===== src/sd_seq_pkg.sv =====
// constants, modes and states shared by the converter sequencer files
package sd_seq_pkg;
	localparam int unsigned CLK_HZ     = 100_000_000;
	localparam int unsigned RATE12_SPS = 192_000;
	localparam int unsigned RATE8_SPS  = 384_000;
	// one conversion period in clocks; a longest time, so rounded down
	localparam logic [9:0]  DEC12_CYC  = 10'(CLK_HZ / RATE12_SPS);
	localparam logic [9:0]  DEC8_CYC   = 10'(CLK_HZ / RATE8_SPS);
	localparam logic [1:0]  PRIME_CONVS = 2'h3;
	localparam int          RES_W      = 12;
	localparam int          RES8_W     = 8;
	localparam int          ACC_W      = 40;
	localparam int          SCALE_LSB  = 25;
	localparam int          SEL_W      = 4;
	localparam int          FIFO_DEPTH = 16;

	typedef enum logic [1:0] {
		MODE_SINGLE = 2'h0,
		MODE_MULTI  = 2'h1,
		MODE_CONT   = 2'h2,
		MODE_TURBO  = 2'h3
	} mode_t;

	typedef enum logic [2:0] {
		S_IDLE = 3'h1,
		S_RUN  = 3'h2,
		S_WAIT = 3'h4
	} seq_state_t;
endpackage : sd_seq_pkg


===== src/sd_pin_sync.sv =====
// three-stage synchroniser with agreement filter for an outside level
`timescale 1ns/1ps
module sd_pin_sync (
	input  wire logic ref_clk_in,
	input  wire logic rst_n_in,
	input  wire logic pin_in,
	output logic      level_out
);
	typedef struct packed {
		logic s1;
		logic s2;
		logic s3;
		logic lvl;
	} sync_t;
	sync_t q;
	sync_t d;

	// first stage feeds only the second; a change counts once stages two and three agree
	always_comb begin
		d     = q;
		d.s1  = pin_in;
		d.s2  = q.s1;
		d.s3  = q.s2;
		if (q.s2 == q.s3) begin
			d.lvl = q.s3;
		end
	end

	always_ff @(posedge ref_clk_in or negedge rst_n_in) begin
		if (!rst_n_in) begin
			q <= '0;
		end else begin
			q <= d;
		end
	end

	assign level_out = q.lvl;
endmodule : sd_pin_sync


===== src/sd_res_fifo.sv =====
// flip-flop fifo for conversion results, valid and ready on both sides
`timescale 1ns/1ps
module sd_res_fifo #(
	parameter int W = 12,
	parameter int D = 16
) (
	input  wire logic                 ref_clk_in,
	input  wire logic                 rst_n_in,
	input  wire logic                 in_valid_in,
	output logic                      in_ready_out,
	input  wire logic [W-1:0]         in_data_in,
	output logic                      out_valid_out,
	input  wire logic                 out_ready_in,
	output logic [W-1:0]              out_data_out,
	output logic [$clog2(D+1)-1:0]    count_out
);
	localparam int AW = $clog2(D);
	localparam int CW = $clog2(D + 1);
	typedef struct packed {
		logic [D-1:0][W-1:0] mem;
		logic [AW-1:0]       wp;
		logic [AW-1:0]       rp;
		logic [CW-1:0]       cnt;
	} fifo_t;
	fifo_t q;
	fifo_t d;
	logic  wr;
	logic  rd;

	// full and empty come straight from the count, so they are never optimistic
	assign in_ready_out  = (q.cnt != CW'(D));
	assign out_valid_out = (q.cnt != '0);
	assign out_data_out  = q.mem[q.rp];
	assign count_out     = q.cnt;

	always_comb begin
		d  = q;
		wr = in_valid_in & in_ready_out;
		rd = out_valid_out & out_ready_in;
		if (wr) begin
			d.mem[q.wp] = in_data_in;
			d.wp        = (q.wp == AW'(D - 1)) ? '0 : q.wp + AW'(1);
		end
		if (rd) begin
			d.rp = (q.rp == AW'(D - 1)) ? '0 : q.rp + AW'(1);
		end
		d.cnt = q.cnt + CW'(wr) - CW'(rd);
	end

	always_ff @(posedge ref_clk_in or negedge rst_n_in) begin
		if (!rst_n_in) begin
			q <= '0;
		end else begin
			q <= d;
		end
	end
endmodule : sd_res_fifo


===== src/sd_adc_seq.sv =====
// delta-sigma converter sequencer with sinc4 decimator and result fifo
// Contract
// - Four modes are selectable: single, multi, continuous and turbo multi.
// - Every mode starts on the start bit or on a rising external trigger.
// - A finished conversion sets a status flag and drives eoc high until the last buffered result is read.
// - Single mode waits idle, runs four conversions and reports only the fourth.
// - After the single result is read the sequencer idles until the next trigger.
// - Continuous mode gives its first result after three priming periods, then one per period.
// - Multi mode clears and re-primes the decimator before every sample.
// - Multi mode starts the next sample by itself after each one.
// - After an input selection change data is invalid until the fourth sample.
// - A fourth-order sinc filter turns the modulator bitstream into parallel results.
// - Twelve-bit results come at 192 ksps, eight-bit results at 384 ksps, same clock.
// - A done pulse marks the end of every reporting conversion, not of the priming ones, for interrupt or DMA use.
`timescale 1ns/1ps
module sd_adc_seq (
	input  wire logic                           ref_clk_in,
	input  wire logic                           arst_n_in,
	input  wire sd_seq_pkg::mode_t              mode_in,
	input  wire logic                           res_sel_in,
	input  wire logic [sd_seq_pkg::SEL_W-1:0]   chan_sel_in,
	input  wire logic                           start_bit_in,
	input  wire logic                           soc_pin_in,
	input  wire logic                           mod_bit_in,
	input  wire logic                           rd_ready_in,
	output logic                                rd_valid_out,
	output logic [sd_seq_pkg::RES_W-1:0]        rd_data_out,
	output logic                                eoc_out,
	output logic                                done_pulse_out,
	output logic                                busy_out,
	output logic                                overrun_out
);
	import sd_seq_pkg::*;

	localparam int FCW = $clog2(FIFO_DEPTH + 1);

	typedef struct packed {
		seq_state_t       st;
		logic [1:0]       cnt;
		logic [9:0]       dcnt;
		logic [ACC_W-1:0] i1;
		logic [ACC_W-1:0] i2;
		logic [ACC_W-1:0] i3;
		logic [ACC_W-1:0] i4;
		logic [ACC_W-1:0] z0;
		logic [ACC_W-1:0] z1;
		logic [ACC_W-1:0] z2;
		logic [ACC_W-1:0] z3;
		logic [RES_W-1:0] res;
		logic             pend;
		logic             done;
		logic             pulse;
		logic             ovr;
		logic             soc_prev;
		logic [SEL_W-1:0] sel;
	} seq_t;

	seq_t             q;
	seq_t             d;
	logic [1:0]       rst_sync_q;
	logic             rst_n;
	logic             soc_lvl;
	logic             trig;
	logic             tick;
	logic             clr;
	logic             sel_chg;
	logic [9:0]       period;
	logic [ACC_W-1:0] c1;
	logic [ACC_W-1:0] c2;
	logic [ACC_W-1:0] c3;
	logic [ACC_W-1:0] c4;
	logic [RES_W-1:0] scaled;
	logic             fifo_ready;
	logic             push_fire;
	logic             rd_fire;
	logic [FCW-1:0]   fifo_cnt;

	// reset is released through two flops so every register leaves reset on the same edge
	always_ff @(posedge ref_clk_in or negedge arst_n_in) begin
		if (!arst_n_in) begin
			rst_sync_q <= 2'h0;
		end else begin
			rst_sync_q <= {rst_sync_q[0], 1'b1};
		end
	end
	assign rst_n = rst_sync_q[1];

	// external trigger comes from a pin, so it is filtered before edge detection
	sd_pin_sync u_soc_sync (
		.ref_clk_in (ref_clk_in),
		.rst_n_in   (rst_n),
		.pin_in     (soc_pin_in),
		.level_out  (soc_lvl)
	);

	// result buffer; a full buffer holds the pending result back
	sd_res_fifo #(
		.W (RES_W),
		.D (FIFO_DEPTH)
	) u_fifo (
		.ref_clk_in    (ref_clk_in),
		.rst_n_in      (rst_n),
		.in_valid_in   (q.pend),
		.in_ready_out  (fifo_ready),
		.in_data_in    (q.res),
		.out_valid_out (rd_valid_out),
		.out_ready_in  (rd_ready_in),
		.out_data_out  (rd_data_out),
		.count_out     (fifo_cnt)
	);

	assign push_fire = q.pend & fifo_ready;
	assign rd_fire   = rd_valid_out & rd_ready_in;

	// comb section of the sinc4 filter, evaluated on the decimation tick
	always_comb begin
		c1 = q.i4 - q.z0;
		c2 = c1 - q.z1;
		c3 = c2 - q.z2;
		c4 = c3 - q.z3;
		if (res_sel_in) begin
			scaled = {{(RES_W - RES8_W){1'b0}}, c4[SCALE_LSB +: RES8_W]};
		end else begin
			scaled = c4[SCALE_LSB +: RES_W];
		end
	end

	// sequencer, decimator and status flags
	always_comb begin
		d          = q;
		d.pulse    = 1'b0;
		d.ovr      = 1'b0;
		d.soc_prev = soc_lvl;
		d.sel      = chan_sel_in;
		clr        = 1'b0;
		trig       = start_bit_in | (soc_lvl & ~q.soc_prev);
		period     = res_sel_in ? DEC8_CYC : DEC12_CYC;
		tick       = (q.st == S_RUN) && (q.dcnt == period - 10'h1);
		sel_chg    = (q.sel != chan_sel_in);
		if (push_fire) begin
			d.pend = 1'b0;
		end
		// integrators run only while converting, wrap-around is harmless in a cic
		if (q.st == S_RUN) begin
			d.i1   = q.i1 + {{(ACC_W - 1){1'b0}}, mod_bit_in};
			d.i2   = q.i2 + q.i1;
			d.i3   = q.i3 + q.i2;
			d.i4   = q.i4 + q.i3;
			d.dcnt = tick ? 10'h0 : q.dcnt + 10'h1;
		end
		if (tick) begin
			d.z0 = q.i4;
			d.z1 = c1;
			d.z2 = c2;
			d.z3 = c3;
		end
		case (q.st)
			S_IDLE: begin
				// the conversion begins on the trigger with a clean decimator
				if (trig) begin
					d.st = S_RUN;
					clr  = 1'b1;
				end
			end
			S_RUN: begin
				// triggers are not looked at here, a running sequence is not restarted
				if (sel_chg) begin
					d.cnt = 2'h0;
				end else if (tick) begin
					if (q.cnt != PRIME_CONVS) begin
						d.cnt = q.cnt + 2'h1;
					end else begin
						d.pulse = 1'b1;
						if (q.pend && !push_fire) begin
							d.ovr = 1'b1; // the reader fell behind, this result is lost
						end else begin
							d.res  = scaled;
							d.pend = 1'b1;
						end
						case (mode_in)
							MODE_SINGLE: d.st = S_WAIT;
							MODE_CONT:   d.st = S_RUN;
							default:     clr  = 1'b1;
						endcase
					end
				end
			end
			S_WAIT: begin
				// standby again only once the result has left the buffer
				if (!q.pend && (fifo_cnt == '0)) begin
					d.st = S_IDLE;
				end
			end
			default: begin
				d.st = S_IDLE;
			end
		endcase
		if (clr) begin
			d.cnt  = 2'h0;
			d.dcnt = 10'h0;
			d.i1   = '0;
			d.i2   = '0;
			d.i3   = '0;
			d.i4   = '0;
			d.z0   = '0;
			d.z1   = '0;
			d.z2   = '0;
			d.z3   = '0;
		end
		// a new result sets the flag even in the cycle the last one is read
		d.done = push_fire | (q.done & ~(rd_fire && fifo_cnt == FCW'(1)));
	end

	always_ff @(posedge ref_clk_in or negedge rst_n) begin
		if (!rst_n) begin
			q     <= '0;
			q.st  <= S_IDLE;
		end else begin
			q <= d;
		end
	end

	assign eoc_out        = q.done;
	assign done_pulse_out = q.pulse;
	assign busy_out       = (q.st != S_IDLE);
	assign overrun_out    = q.ovr;

	// a trigger in standby starts a sequence on the next edge
	property p_start;
		@(posedge ref_clk_in) disable iff (!rst_n)
		(q.st == S_IDLE && trig) |=> (q.st == S_RUN && q.cnt == 2'h0);
	endproperty
	a_start: assert property (p_start) else $error("trigger did not start");

	property p_ignore;
		@(posedge ref_clk_in) disable iff (!rst_n)
		(q.st == S_RUN && trig && !tick && !sel_chg) |=> $stable(q.cnt);
	endproperty
	a_ignore: assert property (p_ignore) else $error("busy trigger restarted");

	property p_fourth;
		@(posedge ref_clk_in) disable iff (!rst_n)
		$rose(q.pulse) |-> ($past(q.cnt) == PRIME_CONVS);
	endproperty
	a_fourth: assert property (p_fourth) else $error("result before priming");

	property p_hold;
		@(posedge ref_clk_in) disable iff (!rst_n)
		(q.done && !rd_fire) |=> q.done;
	endproperty
	a_hold: assert property (p_hold) else $error("done fell before read");

	property p_pulse;
		@(posedge ref_clk_in) disable iff (!rst_n)
		q.pulse |=> !q.pulse [*8];
	endproperty
	a_pulse: assert property (p_pulse) else $error("done pulse too long");

	property p_multi;
		@(posedge ref_clk_in) disable iff (!rst_n)
		(tick && q.cnt == PRIME_CONVS && !sel_chg && mode_in == MODE_MULTI)
			|=> (q.st == S_RUN && q.cnt == 2'h0 && q.i4 == '0);
	endproperty
	a_multi: assert property (p_multi) else $error("multi did not re-prime");

	property p_cont;
		@(posedge ref_clk_in) disable iff (!rst_n)
		(tick && q.cnt == PRIME_CONVS && !sel_chg && mode_in == MODE_CONT)
			|=> (q.st == S_RUN && q.cnt == PRIME_CONVS && q.pulse);
	endproperty
	a_cont: assert property (p_cont) else $error("continuous lost its pace");

	property p_sel;
		@(posedge ref_clk_in) disable iff (!rst_n)
		(q.st == S_RUN && sel_chg) |=> (q.cnt == 2'h0);
	endproperty
	a_sel: assert property (p_sel) else $error("selection change kept data");

	property p_single;
		@(posedge ref_clk_in) disable iff (!rst_n)
		(q.st == S_WAIT && (q.pend || fifo_cnt != '0)) |=> (q.st == S_WAIT);
	endproperty
	a_single: assert property (p_single) else $error("standby before transfer");

	property p_rate;
		@(posedge ref_clk_in) disable iff (!rst_n)
		(tick && res_sel_in) |-> (q.dcnt == DEC8_CYC - 10'h1);
	endproperty
	a_rate: assert property (p_rate) else $error("wrong eight-bit period");

	// turbo is decoded as a multi sample variant, so it re-primes the same way
	property p_turbo;
		@(posedge ref_clk_in) disable iff (!rst_n)
		(tick && q.cnt == PRIME_CONVS && !sel_chg && mode_in == MODE_TURBO)
			|=> (q.st == S_RUN && q.cnt == 2'h0 && q.i4 == '0);
	endproperty
	a_turbo: assert property (p_turbo) else $error("turbo did not re-prime");

	// a word entering the buffer raises the flag and shows as valid data
	property p_push;
		@(posedge ref_clk_in) disable iff (!rst_n)
		push_fire |=> (q.done && rd_valid_out);
	endproperty
	a_push: assert property (p_push) else $error("push did not raise done");

	// a result can only be dropped at the end of a conversion
	property p_ovr;
		@(posedge ref_clk_in) disable iff (!rst_n)
		q.ovr |-> q.pulse;
	endproperty
	a_ovr: assert property (p_ovr) else $error("overrun without a result");
endmodule : sd_adc_seq


===== config.mk =====
export PLATFORM = sky130hd
export DESIGN_NAME = sd_adc_seq
export DESIGN_NICKNAME = d
export VERILOG_FILES = /design/src/sd_seq_pkg.sv /design/src/sd_pin_sync.sv /design/src/sd_res_fifo.sv /design/src/sd_adc_seq.sv
export SDC_FILE = /design/constraint.sdc
export NUM_CORES = 1
export LEC_CHECK = 0
export BUFFER_PORTS_ARGS = -buffer_cell sky130_fd_sc_hd__buf_2
export CORE_MARGIN = 1
export CORE_UTILIZATION = 56
export CTS_BUF_LIST = sky130_fd_sc_hd__clkbuf_16
export CTS_CLUSTER_DIAMETER = 30
export DETAILED_ROUTE_END_ITERATION = 7
export PLACE_DENSITY = 0.72
export REMOVE_ABC_BUFFERS = 1
export SLEW_MARGIN = 20
export SYNTH_ARGS = -nofsm -noshare
export SYNTH_HDL_FRONTEND = slang
export SYNTH_SLANG_ARGS = --single-unit

===== constraint.sdc =====
create_clock -name ref_clk_in -period 20.6 [get_ports ref_clk_in]
set_input_delay 4.12 -clock ref_clk_in [delete_from_list [all_inputs] [get_ports ref_clk_in]]
set_output_delay 4.12 -clock ref_clk_in [all_outputs]
set_load 0.02 [all_outputs]

* Word-level counts from Yosys, hierarchy flattened
Cells that the tools add are included.
W data, S select, Z words.
** Storage, ports and cells
- Output and inout bits :: 17
- Register bits after elaboration :: 564
- Logic and storage cells :: 148
- Bits of input ports :: 13
** Operators by class
- $lt $le $gt $ge :: 3
- Multiplexer cells :: 40
- Add/sub/neg operators :: 15
- Bitwise gates (word level) :: 11
- Reduce and logical (&&, ||, !) cells :: 18
- Equality and inequality tests :: 19
** Operators by type and width (count)
- $mux W332 :: 1
- $bwmux W192 :: 1
- $mux W170 :: 1
- $mux W160 :: 1
- $add A40 B40 Y40 :: 3
- $sub A40 B40 Y40 :: 3
- $bmux W12 S4 :: 1
- $demux W12 S4 :: 1
- $add A40 B1 Y40 :: 1
- $sub A37 B37 Y37 :: 1
- $mux W12 :: 3
- $mux W10 :: 2
- $mux W2 :: 7
- $mux W1 :: 12
- $mux W3 :: 4
- $ne A2 B2 Y1 const B :: 6
- $add A10 B1 Y10 const B :: 1
- $eq A10 B10 Y1 :: 1
- $lt A4 B5 Y1 const B :: 2
- $sub A10 B1 Y10 const B :: 1
- $pmux W3 S3 :: 1
- $add A4 B1 Y4 const B :: 2
- $eq A4 B4 Y1 const B :: 2
- $mux W4 :: 2
- 30 further kinds :: 46

* Logic depth before layout (Yosys ltp)
- Depth in word-level cells :: 9
- Mapped depth :: 44
- Depth with buffers taken out :: 44

* By module
Synthesis repeated with hierarchy kept, for this count alone.
** Unflattened totals
- Cell total of the unflattened synthesis :: 3690
- Area, all modules :: 34958.5 um^2
** Modules (own cells, without submodules)
- sd_adc_seq :: instances 1, cells each 3044, area an instance 24856.3 um^2
- sd_res_fifo :: instances 1, cells each 641, area an instance 9990.8 um^2
- sd_pin_sync :: instances 1, cells each 5, area an instance 111.4 um^2

* Worst setup path before layout
OpenSTA, ideal clock, no wires.
- Path type :: register -> register
- From :: register q[142] in the netlist's numbering
- To :: register q[17] in the netlist's numbering
- Required time :: 20478 ps
- Cell stages (with the launch flop) :: 42
- Path slack :: 12600 ps
- Data arrival time :: 7878 ps
- Clock period less this slack :: 8000 ps
- Cells stage by stage :: dfrtp_1 -> inv_1 -> ha_1 -> nor2b_1 -> o21ai_0 -> a21boi_0 -> o21ai_0 -> a211o_1 -> a21o_1 -> a21oi_1 -> a21o_1 -> a21oi_1 -> xnor2_1 -> ha_1 -> a21o_1 -> a31o_2 -> o32ai_1 -> o31ai_1 -> [... 6 more ...] -> ha_1 -> inv_1 -> nor4_2 -> nand4_1 -> and4b_1 -> xnor2_1 -> ha_1 -> nand4_1 -> o21bai_1 -> a211oi_1 -> nand2_1 -> a211o_1 -> a21oi_2 -> a21oi_1 -> o31a_1 -> o21a_1 -> or3_1 -> a32o_1
** On the way
- Cells in the longest elaborated chain, start to end :: 5
** Ends and longest elaborated chain
- from (decl) :: RTL line sd_adc_seq.sv:58 : seq_t q;
- $sub A40 B40 Y40 :: RTL line sd_adc_seq.sv:117 : c1 = q.i4 - q.z0;
- $sub A40 B40 Y40 :: RTL line sd_adc_seq.sv:118 : c2 = c1 - q.z1;
- $sub A40 B40 Y40 :: RTL line sd_adc_seq.sv:119 : c3 = c2 - q.z2;
- $sub A37 B37 Y37 :: RTL line sd_adc_seq.sv:120 : c4 = c3 - q.z3;
- $mux W12 :: RTL line sd_adc_seq.sv:121 : if (res_sel_in) begin
No other way between the ends.
A chain may end at the register's enable or synchronous reset.

* Worst setup path after layout
- From :: register q[182] in the netlist's numbering
- To :: register q[17] in the netlist's numbering
Same word-level chain as after synthesis.

==> key figures <==
Run status
  – Status: finished, final reports clean

Synth
  – Average cell area after synthesis: slightly above 9 um2
  – Primary FF master, synth: dfrtp_1
  – #FFs+latches synth: 543
  – Mapped cell area: between 30000 and 40000 um2
  – Cells after synthesis: approximately 3.8k
  – Register area share after synthesis: 0.386
  – Synth warn: 0
  – Yosys cell types: 92
  – EDFF count, synth: 0
  – Async S/R FF share, synth: 1.00

Clock tree
  – Num CTS Buffers: roughly 120
  – CTS Buffer Depth: 3
  – Post-CTS sizing: 0
  – Hold buffer count at cts: 0
  – CTS Root Cell: clkbuf_16
  – TritonCTS clock tree: done
  – Worst-Skew Late Latency: around 0.69 ns
  – CTS sink cnt: approximately 540
  – Post-CTS Setup Inserts: 0
  – Reg clk slew, reported paths: approximately 0.05 ns
  – H-tree depth: 3

Place
  – Placed Area: between 30000 and 40000 um2
  – Hpwl dp: 51600 um
  – IO Port Bufs: 29
  – RePlAce Congestion: between 0.9 and 1

Cells and area
  – Final instance area: 40200 um2
  – Final nets: just over 4k
  – Synthesis-to-finish area growth: 14.0%
  – Sequential cell area: ~14000 um2
  – # fillers: ~5k
  – Multi-input gate area: between 20000 and 25000 um2
  – Commonest cells after routing, fill and taps aside: dfrtp_1, nand2_1, a21oi_1, ha_1, inv_1
  – Commonest non-fill, non-tap cell in the layout: dfrtp_1
  – N_diodes: 0
  – Share of cells above drive strength 1: 0.143

Setup path
  – Reg2reg setup slack: between 10 and 15 ns
  – Worst R2R Path Depth: 40
  – CP Data Required Time: approximately 21 ns
  – Arr. time, crit path: around 9.7 ns
  – Crit Path Class: flip-flop to flip-flop
  – CP startpoint kind: flip-flop
  – CP max-delay cell: nor4_2
  – Critical path's most frequent cell: a21oi_1
  – Critical Path Max Stage Delay: around 0.45 ns
  – Critical path capture point type: flip-flop
  – Crit-path max FO: 6

STA
  – Clock Skew: approximately 0.035 ns
  – # setup viols final: 0
  – Final worst path period share: 0.441
  – Hold Vio Cnt, Final: 0
  – RSZ-0062 raised after global routing: false
  – Fmax achieved: about 0.11 GHz
  – Final number of max-transition violations: 0
  – Worst-margin pin slew: 1.02 ns
  – Rel. slew slack: 0.321
  – TNS Setup: 0 ns
  – Final min period: 9.09 ns

GRT
  – GRT overflow: 0
  – Largest net degree at the start of global routing: around 190
  – First-pass GRT wire length: roughly 130000 um
  – Number of global-route vias before repair: 26.8k
  – GRT Total Usage: 0.249
  – Initial antenna violation count: 0

Floorplanning
  – Rows: 91
  – Die H: approximately 250 um
  – Die Area: roughly 64000 um2
  – Initial core utilization: 0.569
  – Top Ports: 30
  – Core ar.: about 62000 um2
  – Die W: around 250 um

Detailed routing
  – DRT Pass-1 Iters: 6
  – Vias per cell: between 5 and 6
  – DRT Wirelength: 77600 um
  – DRC errors left: 0
  – 1st-iter DRT viols: ~1.5k
  – Post-route ant nets: 0
  – Wire per inst: between 15 and 20 um
  – DR vias: 27.0k

Flow run
  – Max Cap Viol: 0

Hold path
  – Hold Crit Class: flip-flop to asynchronous set/reset pin
state kept, by name (all words and copies together), names as in the netlist:
register              flops
u_soc_sync.q              1
overrun_out               1
u_soc_sync.level_out      1
done_pulse_out            1
eoc_out                   1
u_soc_sync.d              2
q                       329
u_fifo.count_out          5
u_fifo.q                200
rst_sync_q                2
final cells by class:
cell class,instances,share of cell area
clock buffer,123,0.0766
tap,837,0.0261
multi-input combinational,2828,0.502
timing repair buffer,49,0.00825
inverter,238,0.0222
sequential,543,0.339
clock inverter,108,0.0261
layer usage:
| layer | vias up | share of wire | global-route usage |
|---|---|---|---|
| li1 | 13500 | - | - |
| met1 | 12900 | 0.45 | 0.317 |
| met2 | 435 | 0.49 | 0.430 |
| met3 | 174 | 0.034 | 0.0355 |
| met4 | 0 | 0.031 | 0.0921 |
| met5 | - | 0 | 0 |
through the flow:
step	hold WS, ns	instances	setup slack [ns]	utilization
2_1_floorplan	0.331	3609	4.35	-
3_3_place_gp	0.312	4494	11.81	0.581
3_5_place_dp	0.317	4494	11.54	0.581
4_1_cts	0.321	4725	11.53	0.648
5_1_grt	0.355	4726	10.83	0.648
6_report	0.298	4726	11.51	0.648
cells by family (layout without fill, tap and decap cells):
group,count (synthesis),count (layout),share of synthesized area
buffers and inverters,400,518,0.0427
xor gates and xnor gates,220,220,0.0553
muxes,263,263,0.103
adders and majority gates,274,274,0.0987
and+or+nand+nor,1123,1123,0.145
AOI/OAI and AO/OA,947,947,0.170
other,1,1,0.000106
DFF,543,543,0.386
Yosys cell counts, types with 7 or more instances:
cell / instances / area [um2]
a211o_1: 11 / 96.3
a211oi_1: 36 / 270
a21boi_0: 13 / 97.6
a21o_1: 114 / 856
a21oi_1: 388 / 1940
a31o_2: 14 / 123
a31oi_1: 21 / 131
a32o_1: 7 / 70.1
and2_1: 16 / 100
and3_1: 31 / 194
and4_1: 9 / 78.8
buf_1: 28 / 105
clkbuf_1: 131 / 492
dfrtp_1: 542 / 13600
fa_1: 7 / 140
ha_1: 266 / 3330
inv_1: 238 / 893
mux2_2: 194 / 2180
mux2i_1: 9 / 90.1
mux4_2: 60 / 1350
nand2_1: 510 / 1910
nand2b_1: 22 / 138
nand3_1: 104 / 521
nand3b_1: 10 / 75.1
nand4_1: 34 / 213
nor2_1: 215 / 807
nor2b_1: 32 / 200
nor3_1: 60 / 300
nor4_1: 7 / 43.8
o211ai_1: 18 / 135
o21a_1: 34 / 255
o21ai_0: 145 / 726
o21ai_1: 10 / 50.1
o21bai_1: 37 / 278
o31a_1: 7 / 61.3
o31ai_1: 17 / 128
or2_2: 10 / 62.6
or3_1: 38 / 238
or4_1: 8 / 60.1
xnor2_1: 129 / 1130
xor2_1: 89 / 780
final timing paths:
check                         startpoint            end
min in group ref_clk_in    rst_sync_q[0]  rst_sync_q[1]
min                        rst_sync_q[1]         q[302]
min reg2reg                rst_sync_q[1]         q[302]
max                               q[182]          q[17]
max in group asynchronous  rst_sync_q[1]   u_fifo.q[19]
max reg2reg                       q[182]          q[17]
critical path: cells and delay by family, from the launching register on:
| family | cells | cell delay (ns) |
|---|---|---|
| adders and majority gates | 4 | 1.30 |
| and+or+nand+nor | 7 | 1.47 |
| buffers and inverters | 1 | 0.12 |
| AOI/OAI and AO/OA | 25 | 5.15 |
| DFF | 1 | 0.42 |
| xor gates and xnor gates | 3 | 0.54 |
Power is left out: the tool's default activity adds up to more than one toggle a clock period on the data nets, which glitch-free logic cannot reach.
